## src/logic/hcid_cfg.svh

```systemverilog
// Constants for the hub configuration image decoder.
//------------------------------------------------------------
// Overview of operation
//------------------------------------------------------------
// Overview of operation
// - Fetch image after reset, apply before operating.
// - Bytes 0-5: vendor, product, release, high first.
// - Bytes 6-8 options; 9-11 power, current, timing.
// - Option three bit 7: bus powered.
// - Option three bit 6: port indicators enabled.
// - Option three bit 5: full speed only.
// - Option three bit 4: one translator per port.
// - Option three bit 3: suppress EOP at EOF1.
// - Option three bit 2: ganged over-current sensing.
// - Option three bit 1: ganged power switching.
// - Option three bit 0: compound device.
// - Option two bits 7:4: non-removable ports.
// - Option two bits 3:0: inactive ports.
// - Option one bit 7: dynamic power switching.
// - Option one bit 6: OTG host support.
// - Option one bits 3:0: filter 2/4/6 ms.
// - Byte 9: upstream current, 2 mA units.
// - Byte 10: controller current, 2 mA units.
// - Byte 11: power good delay, 2 ms units.
// - Filtered over-current reports and cuts port power.
// - Slave strap skips memory, accepts written bytes.
`ifndef HCID_CFG_SVH
`define HCID_CFG_SVH

//------------------------------------------------------------
// Image layout
//------------------------------------------------------------
`define HCID_IMG_BYTES 12
`define HCID_IDX_LAST 4'hB
`define HCID_IDX_VEND_HI 4'h0
`define HCID_IDX_VEND_LO 4'h1
`define HCID_IDX_PROD_HI 4'h2
`define HCID_IDX_PROD_LO 4'h3
`define HCID_IDX_REL_HI 4'h4
`define HCID_IDX_REL_LO 4'h5
`define HCID_IDX_OPT3 4'h6
`define HCID_IDX_OPT2 4'h7
`define HCID_IDX_OPT1 4'h8
`define HCID_IDX_BUDGET 4'h9
`define HCID_IDX_CURRENT 4'hA
`define HCID_IDX_PGOOD 4'hB
`define HCID_BYTE_RESET 8'h00

//------------------------------------------------------------
// Option bit positions
//------------------------------------------------------------
`define HCID_O3_BUS_PWR 7
`define HCID_O3_INDIC 6
`define HCID_O3_FS_ONLY 5
`define HCID_O3_MULTI_TT 4
`define HCID_O3_EOP_DIS 3
`define HCID_O3_OC_GANG 2
`define HCID_O3_PWR_GANG 1
`define HCID_O3_COMPOUND 0
`define HCID_O2_NONREM 7:4
`define HCID_O2_INACT 3:0
`define HCID_O1_DYN_PWR 7
`define HCID_O1_OTG 6
`define HCID_O1_OC_TMR 3:0

//------------------------------------------------------------
// Filter timing
//------------------------------------------------------------
`define HCID_OC_CODE_2MS 4'h5
`define HCID_OC_CODE_4MS 4'hA
`define HCID_OC_CODE_6MS 4'hF
`define HCID_OC_STEP_NS 2000000
`define HCID_CLK_NS 20
`define HCID_STRAP_WAIT 2'h3

`endif

```

## src/logic/hcid_pkg.sv

```systemverilog
// Types shared by the hub configuration image decoder.
package hcid_pkg;

    typedef logic [7:0] hcid_byte_t;

    typedef enum {
        ST_STRAP_WAIT,
        ST_EE_REQ,
        ST_EE_WAIT,
        ST_SLAVE,
        ST_APPLY,
        ST_RUN
    } hcid_state_e;

    typedef struct packed {
        logic [15:0] vendor_code;
        logic [15:0] product_code;
        logic [15:0] release_code;
        logic bus_powered;
        logic indicators_en;
        logic full_speed_only;
        logic multi_tt;
        logic eop_disable;
        logic oc_ganged;
        logic pwr_ganged;
        logic compound;
        logic [3:0] non_removable;
        logic [3:0] port_inactive;
        logic dyn_power;
        logic otg_en;
        logic [3:0] oc_timer_code;
        logic [7:0] power_budget;
        logic [7:0] controller_current_need;
        logic [7:0] power_good_delay;
    } hcid_opts_s;

endpackage

```

## src/logic/hcid_top.sv

```systemverilog
// Hub configuration image loader, decoder and over-current filter.
`timescale 1ns/1ps
`include "hcid_cfg.svh"

module hcid_top import hcid_pkg::*; #(
    parameter int OC_STEP_CYC = (`HCID_OC_STEP_NS + `HCID_CLK_NS - 1) / `HCID_CLK_NS
) (
    // Clock, reset and enable.
    input wire logic core_clk_in,
    input wire logic nrst_in,
    input wire logic ce_in,
    // Strap pin, low selects the serial slave path.
    input wire logic serial_slave_select_n_in,
    // Serial memory byte reader.
    output logic ee_req_out,
    output logic [3:0] ee_addr_out,
    input wire logic ee_ack_in,
    input wire logic ee_absent_in,
    input wire logic [7:0] ee_data_in,
    // Serial slave byte port.
    input wire logic slv_wr_in,
    input wire logic slv_rd_in,
    input wire logic [3:0] slv_addr_in,
    input wire logic [7:0] slv_wdata_in,
    input wire logic slv_done_in,
    output logic [7:0] slv_rdata_out,
    // Port control.
    input wire logic [3:0] port_power_req_in,
    input wire logic [3:0] overcurrent_sense_n_in,
    output logic [3:0] port_power_switch_n_out,
    output logic [3:0] oc_report_out,
    // Decoded configuration.
    output logic cfg_valid_out,
    output hcid_opts_s opts_out
);

    //------------------------------------------------------------
    // Storage and helpers
    //------------------------------------------------------------
    hcid_byte_t img_reg [`HCID_IMG_BYTES];
    hcid_state_e state_reg;
    logic [1:0] strap_wait_reg;
    logic [3:0] idx_reg;
    logic slave_mode_reg;
    logic [1:0] strap_sync_reg;
    logic [3:0] ocs_meta_reg;
    logic [3:0] ocs_sync_reg;
    logic [19:0] oc_limit_reg;
    logic [19:0] oc_cnt_reg [4];
    logic [3:0] oc_trip_reg;
    logic [3:0] oc_sense;
    logic [3:0] port_on;
    logic trip_any;

    // Maps a timer code to its number of 2 ms steps; reserved codes fall
    // back to the shortest delay so a misprogrammed part still filters.
    function automatic logic [1:0] oc_steps(input logic [3:0] code);
        case (code)
            `HCID_OC_CODE_4MS: oc_steps = 2'h2;
            `HCID_OC_CODE_6MS: oc_steps = 2'h3;
            default: oc_steps = 2'h1;
        endcase
    endfunction

    // Index check shared by the slave write and read paths.
    function automatic logic idx_ok(input logic [3:0] idx);
        idx_ok = (idx <= `HCID_IDX_LAST);
    endfunction

    //------------------------------------------------------------
    // Pin synchronisers
    //------------------------------------------------------------
    // Strap and sense pins are asynchronous to the core clock.
    always_ff @(posedge core_clk_in or negedge nrst_in) begin
        if (!nrst_in) begin
            strap_sync_reg <= 2'h3;
            ocs_meta_reg <= 4'hF;
            ocs_sync_reg <= 4'hF;
        end else if (ce_in) begin
            strap_sync_reg <= {strap_sync_reg[0], serial_slave_select_n_in};
            ocs_meta_reg <= overcurrent_sense_n_in;
            ocs_sync_reg <= ocs_meta_reg;
        end
    end

    //------------------------------------------------------------
    // Load sequencer
    //------------------------------------------------------------
    // The strap is sampled only after the synchroniser has filled, so the
    // choice of path is never taken from a reset value.
    always_ff @(posedge core_clk_in or negedge nrst_in) begin
        if (!nrst_in) begin
            state_reg <= ST_STRAP_WAIT;
            strap_wait_reg <= 2'h0;
            idx_reg <= 4'h0;
            slave_mode_reg <= 1'b0;
        end else if (ce_in) begin
            case (state_reg)
                ST_STRAP_WAIT: begin
                    strap_wait_reg <= strap_wait_reg + 2'h1;
                    if (strap_wait_reg == `HCID_STRAP_WAIT) begin
                        slave_mode_reg <= !strap_sync_reg[1];
                        state_reg <= strap_sync_reg[1] ? ST_EE_REQ : ST_SLAVE;
                    end
                end
                ST_EE_REQ: begin
                    state_reg <= ST_EE_WAIT;
                end
                ST_EE_WAIT: begin
                    if (ee_absent_in) begin
                        state_reg <= ST_APPLY;
                    end else if (ee_ack_in) begin
                        if (idx_reg == `HCID_IDX_LAST) begin
                            state_reg <= ST_APPLY;
                        end else begin
                            idx_reg <= idx_reg + 4'h1;
                            state_reg <= ST_EE_REQ;
                        end
                    end
                end
                ST_SLAVE: begin
                    if (slv_done_in) begin
                        state_reg <= ST_APPLY;
                    end
                end
                ST_APPLY: begin
                    state_reg <= ST_RUN;
                end
                ST_RUN: begin
                    state_reg <= ST_RUN;
                end
                default: begin
                    state_reg <= ST_STRAP_WAIT;
                end
            endcase
        end
    end

    // Memory request is a level that stands until the reader answers.
    always_ff @(posedge core_clk_in or negedge nrst_in) begin
        if (!nrst_in) begin
            ee_req_out <= 1'b0;
            ee_addr_out <= 4'h0;
        end else if (ce_in) begin
            if (state_reg == ST_EE_REQ) begin
                ee_req_out <= 1'b1;
                ee_addr_out <= idx_reg;
            end else if (state_reg == ST_EE_WAIT && (ee_ack_in || ee_absent_in)) begin
                ee_req_out <= 1'b0;
            end
        end
    end

    //------------------------------------------------------------
    // Image bytes
    //------------------------------------------------------------
    // An absent memory leaves the all-zero image, a neutral default.
    // Slave writes are refused once the image has been applied.
    always_ff @(posedge core_clk_in or negedge nrst_in) begin
        if (!nrst_in) begin
            for (int i = 0; i < `HCID_IMG_BYTES; i++) begin
                img_reg[i] <= `HCID_BYTE_RESET;
            end
        end else if (ce_in) begin
            if (state_reg == ST_EE_WAIT && ee_ack_in && !ee_absent_in) begin
                img_reg[idx_reg] <= ee_data_in;
            end else if (state_reg == ST_SLAVE && slv_wr_in && idx_ok(slv_addr_in)) begin
                img_reg[slv_addr_in] <= slv_wdata_in;
            end
        end
    end

    // Read-back of the image; unmapped indexes read as zero.
    always_ff @(posedge core_clk_in or negedge nrst_in) begin
        if (!nrst_in) begin
            slv_rdata_out <= `HCID_BYTE_RESET;
        end else if (ce_in && slv_rd_in && slave_mode_reg) begin
            slv_rdata_out <= idx_ok(slv_addr_in) ? img_reg[slv_addr_in] : `HCID_BYTE_RESET;
        end
    end

    //------------------------------------------------------------
    // Decode and apply
    //------------------------------------------------------------
    // Options are copied once, so the hub never sees a half-loaded image.
    always_ff @(posedge core_clk_in or negedge nrst_in) begin
        if (!nrst_in) begin
            opts_out <= '0;
            cfg_valid_out <= 1'b0;
            oc_limit_reg <= 20'h0;
        end else if (ce_in && state_reg == ST_APPLY) begin
            cfg_valid_out <= 1'b1;
            opts_out.vendor_code <= {img_reg[`HCID_IDX_VEND_HI], img_reg[`HCID_IDX_VEND_LO]};
            opts_out.product_code <= {img_reg[`HCID_IDX_PROD_HI], img_reg[`HCID_IDX_PROD_LO]};
            opts_out.release_code <= {img_reg[`HCID_IDX_REL_HI], img_reg[`HCID_IDX_REL_LO]};
            opts_out.bus_powered <= img_reg[`HCID_IDX_OPT3][`HCID_O3_BUS_PWR];
            opts_out.indicators_en <= img_reg[`HCID_IDX_OPT3][`HCID_O3_INDIC];
            opts_out.full_speed_only <= img_reg[`HCID_IDX_OPT3][`HCID_O3_FS_ONLY];
            opts_out.multi_tt <= img_reg[`HCID_IDX_OPT3][`HCID_O3_MULTI_TT];
            opts_out.eop_disable <= img_reg[`HCID_IDX_OPT3][`HCID_O3_EOP_DIS];
            opts_out.oc_ganged <= img_reg[`HCID_IDX_OPT3][`HCID_O3_OC_GANG];
            opts_out.pwr_ganged <= img_reg[`HCID_IDX_OPT3][`HCID_O3_PWR_GANG];
            opts_out.compound <= img_reg[`HCID_IDX_OPT3][`HCID_O3_COMPOUND];
            opts_out.non_removable <= img_reg[`HCID_IDX_OPT2][`HCID_O2_NONREM];
            opts_out.port_inactive <= img_reg[`HCID_IDX_OPT2][`HCID_O2_INACT];
            opts_out.dyn_power <= img_reg[`HCID_IDX_OPT1][`HCID_O1_DYN_PWR];
            opts_out.otg_en <= img_reg[`HCID_IDX_OPT1][`HCID_O1_OTG];
            // Bits 5:4 of option one are never looked at.
            opts_out.oc_timer_code <= img_reg[`HCID_IDX_OPT1][`HCID_O1_OC_TMR];
            opts_out.power_budget <= img_reg[`HCID_IDX_BUDGET];
            opts_out.controller_current_need <= img_reg[`HCID_IDX_CURRENT];
            opts_out.power_good_delay <= img_reg[`HCID_IDX_PGOOD];
            oc_limit_reg <= 20'(oc_steps(img_reg[`HCID_IDX_OPT1][`HCID_O1_OC_TMR]) * OC_STEP_CYC);
        end
    end

    //------------------------------------------------------------
    // Over-current filter
    //------------------------------------------------------------
    // Ganged sensing lets any port's sense pin count for every port.
    assign oc_sense = opts_out.oc_ganged ? {4{|(~ocs_sync_reg)}} : ~ocs_sync_reg;
    assign trip_any = |oc_trip_reg;

    generate
        for (genvar p = 0; p < 4; p++) begin : g_port
            // A glitch shorter than the limit restarts the count.
            always_ff @(posedge core_clk_in or negedge nrst_in) begin
                if (!nrst_in) begin
                    oc_cnt_reg[p] <= 20'h0;
                end else if (ce_in) begin
                    if (!cfg_valid_out || !oc_sense[p] || oc_trip_reg[p]) begin
                        oc_cnt_reg[p] <= 20'h0;
                    end else begin
                        oc_cnt_reg[p] <= oc_cnt_reg[p] + 20'h1;
                    end
                end
            end

            // The trip holds until power is dropped for the port; a new trip
            // in that cycle wins over the clear.
            always_ff @(posedge core_clk_in or negedge nrst_in) begin
                if (!nrst_in) begin
                    oc_trip_reg[p] <= 1'b0;
                end else if (ce_in) begin
                    if (cfg_valid_out && oc_sense[p] && oc_cnt_reg[p] == oc_limit_reg - 20'h1) begin
                        oc_trip_reg[p] <= 1'b1;
                    end else if (!port_power_req_in[p]) begin
                        oc_trip_reg[p] <= 1'b0;
                    end
                end
            end

            // Ganged switching drives every active port from the common request.
            assign port_on[p] = cfg_valid_out && !opts_out.port_inactive[p]
                && (opts_out.pwr_ganged ? (|port_power_req_in && !trip_any)
                : (port_power_req_in[p] && !oc_trip_reg[p]));
        end
    endgenerate

    // Switch and report outputs; switches stay off until the image is applied.
    always_ff @(posedge core_clk_in or negedge nrst_in) begin
        if (!nrst_in) begin
            port_power_switch_n_out <= 4'hF;
            oc_report_out <= 4'h0;
        end else if (ce_in) begin
            port_power_switch_n_out <= ~port_on;
            oc_report_out <= oc_trip_reg;
        end
    end
endmodule

```

## config.mk

```make
export PLATFORM = sky130hd
export DESIGN_NAME = hcid_top
export DESIGN_NICKNAME = d
export VERILOG_FILES = /design/src/logic/hcid_pkg.sv /design/src/logic/hcid_top.sv
export VERILOG_INCLUDE_DIRS = /design/src /design/src/logic
export SDC_FILE = /design/constraint.sdc
export NUM_CORES = 1
export LEC_CHECK = 0
export BUFFER_PORTS_ARGS = -buffer_cell sky130_fd_sc_hd__buf_2
export CAP_MARGIN = 30
export CELL_PAD_IN_SITES_DETAIL_PLACEMENT = 1
export CELL_PAD_IN_SITES_GLOBAL_PLACEMENT = 2
export CORE_MARGIN = 2
export CORE_UTILIZATION = 43
export CTS_BUF_LIST = sky130_fd_sc_hd__clkbuf_8
export CTS_CLUSTER_SIZE = 10
export DETAILED_ROUTE_END_ITERATION = 12
export PLACE_DENSITY_LB_ADDON = 0.1
export SKIP_CTS_REPAIR_TIMING = 1
export SLEW_MARGIN = 25
export SYNTH_ARGS = -nofsm -noshare
export SYNTH_HDL_FRONTEND = slang
export SYNTH_SLANG_ARGS = --single-unit
```

## constraint.sdc

```tcl
create_clock -name core_clk_in -period 4.5 [get_ports core_clk_in]
set_input_delay 0.225 -clock core_clk_in [delete_from_list [all_inputs] [get_ports core_clk_in]]
set_output_delay 0.225 -clock core_clk_in [all_outputs]
set_load 0.05 [all_outputs]
```

==> metrics.cfg <==
[grt]
antenna_found_initial=0
grt_pass1_wl_um=81300
gr-total-overflow=0
grt_use_total_pct=27.2
grt_pass1_vias=13605
grt_max_degree=110

[clock_tree]
clk_pin_slew_worst_paths_ns=0.06
clkLatencyLatePin_ns=0.65
tritoncts=built
clockRootBuffer=clkbuf_8
cts_made_buffers=58
clock_path_buffers=3
htreeDepth=2
cts_sinks=321

[timing]
setup_viol_count_final=0
hold_viol_final=0
min_period_ns=3.12
slew_headroom_pct=38.7
clock_skew_ns=0.0223
rsz0062_at_grt=false
fmax_mhz=320
finalSetupTns_ns=0
tightest_slew_ns=0.913
final.period_utilization_pct=69.4
maxSlewViolCount=0

[finish]
antenna_cells=0
layout.nets=1796
final_common_cell=nand2_1
mostFrequentLayoutCells=nand2_1, dfrtp_1, buf_2
largest_register_ffs=96
syn_to_final_growth_pct=16.3
postLayoutCoreUtil_pct=50.8
drive_above_1_share_pct=24.9

[critical_path]
crit_type=reg -> reg
cp_max_fo=16
cp.arrival_ns=3.67
critPathCaptureType=flip-flop
cp.required_ns=5.04
start_kind=flip-flop

[drt]
drcViolationCount=0
drtAntennaViolNets=0
vias=12917
drt_first_iter_violations=818
wire_per_inst_um=22.8
first_pass_iters=4
wirelength_um=51700
post_drt_via_cell_ratio=5.71

[yosys]
synth_sequential_area_ratio_pct=50.2
synthArstFlopShare_pct=100
syn_nets=1641
ys_ff_latch=321
synth_edf_count=0
postSynthCellCount=1591
syn_avg_cell_area_um2=10.1
ys.flop_type=dfrtp_1
synth_cell_type_count=64
synth_area_mm2=0.0160
synth_warnings=0

[floorplanning]
ioPinCount=153
die_x_um=197
core_mm2=0.0367
fp.dieH_um=197
die_area_mm2=0.0388
start_util_pct=43.7
rows=70

[hold_path]
hold_class=in -> reg

[place]
port_buffers=152
gp_congestion=0.835
dpl.hpwl_um=35900

[pwr]
p_leak_nw=9.13
power_density_mw_per_mm2=404
max-vdd-ir-drop_mv=0.245

[run]
drv_cap=0

[outcome]
status=finished, final reports clean

[final cells by class]
| class | instances | area (µm²) |
|---|---|---|
| timing repair buffer | 182 | 1080 |
| clock inverter | 33 | 254 |
| clock buffer | 77 | 1060 |
| inverter | 19 | 71.3 |
| sequential | 321 | 8050 |
| tap | 468 | 586 |
| multi-input combinational | 1164 | 7540 |
| fill | 4134 | 18100 |
[logic make-up (layout without fill, tap and decap cells)]
group	Yosys count	after routing	synth area share (%)
flops	321	321	50.2
simple gates	679	679	18.9
buf+inv	106	311	2.83
mux	156	156	12.5
compound gates	210	210	8.71
xor+xnor	106	106	5.79
fa+ha+maj	13	13	1.01
[synth_stat cells (3+ instances only)]
cell	n	area, µm²
a21oi_1	22	110
inv_1	17	63.8
a22oi_1	3	22.5
mux2i_1	12	120
nor4_1	11	68.8
o21ai_0	34	170
and3_1	18	113
o32a_1	4	40.0
buf_1	7	26.3
or3_1	8	50.1
nand2b_1	6	37.5
nand2_1	371	1390
buf_6	3	33.8
a21o_1	4	30.0
ha_1	13	163
nand4_1	28	175
xor2_1	53	464
buf_2	20	100
clkbuf_1	54	203
nor2b_1	8	50.1
nand3_1	45	225
o31ai_1	3	22.5
a211o_1	3	26.3
nand2_2	6	37.5
nor2_2	9	56.3
a32o_1	3	30.0
and4_1	9	78.8
o22ai_1	93	582
a2bb2o_1	3	30.0
a21boi_0	4	30.0
o22a_1	11	96.3
o2bb2ai_1	10	87.6
dfstp_2	14	368
nor2_1	115	432
mux4_2	24	541
mux2_2	120	1350
nor3b_1	4	30.0
nor3_1	19	95.1
or2_2	3	18.8
xnor2_1	53	464
and2_1	5	31.3
dfrtp_1	307	7680
[worst max-delay path, cell delays in order (launching register included)]
cell      delay [ns]
dfrtp_1         0.84
inv_1           0.30
ha_1            0.31
xnor2_1         0.72
xnor2_1         0.14
nor4_1          0.34
o211ai_1        0.16
o31ai_1         0.21
[power by group]
group | total, W | switching (W) | internal [W]
Sequential | 0.00326 | 0.000214 | 0.00304
Combinational | 0.00120 | 0.000800 | 0.000396
Clock | 0.00308 | 0.00132 | 0.00176
[per-layer routing]
| metal | routed length [µm] | track usage (%) | part of all wire [%] |
|---|---|---|---|
| met1 | 22000 | 34.5 | 42 |
| met2 | 25900 | 46.7 | 50 |
| met3 | 1970 | 3.91 | 3.8 |
| met4 | 1880 | 11.6 | 3.6 |
| met5 | 0 | 0 | 0 |
[worst paths after layout]
kind	startpoint	to	slack (ns)	cells past startpoint
max	oc_limit_reg[15]	oc_trip_reg[3]	1.38	7
max reg2reg	oc_limit_reg[15]	oc_trip_reg[3]	1.38	7
min in group asynchronous	nrst_in	opts_out[89]	0.26	2
min reg2reg	opts_out[43]	opts_out[43]	0.47	2
min	slv_wdata_in[3]	img_reg[83]	0.04	3
max in group asynchronous	nrst_in	port_power_switch_n_out[0]	3.24	3
[metrics by stage]
stage | instances | total power [W] | hold slack (ns) | setup slack, ns | cell area, µm²
after floorplan | 1591 | 0.00407 | -0.0706 | 2.26 | 16000
after global placement | 2134 | 0.00445 | 0.355 | 1.50 | 17100
after detailed placement | 2136 | 0.00450 | 0.363 | 1.37 | 17200
after CTS | 2246 | 0.00761 | -0.340 | 1.35 | 18500
after global routing | 2264 | 0.00788 | 0.0143 | 1.14 | 18600
final | 2264 | 0.00753 | 0.0422 | 1.38 | 18600
No activity file was read; power rests on OpenSTA's default activity.
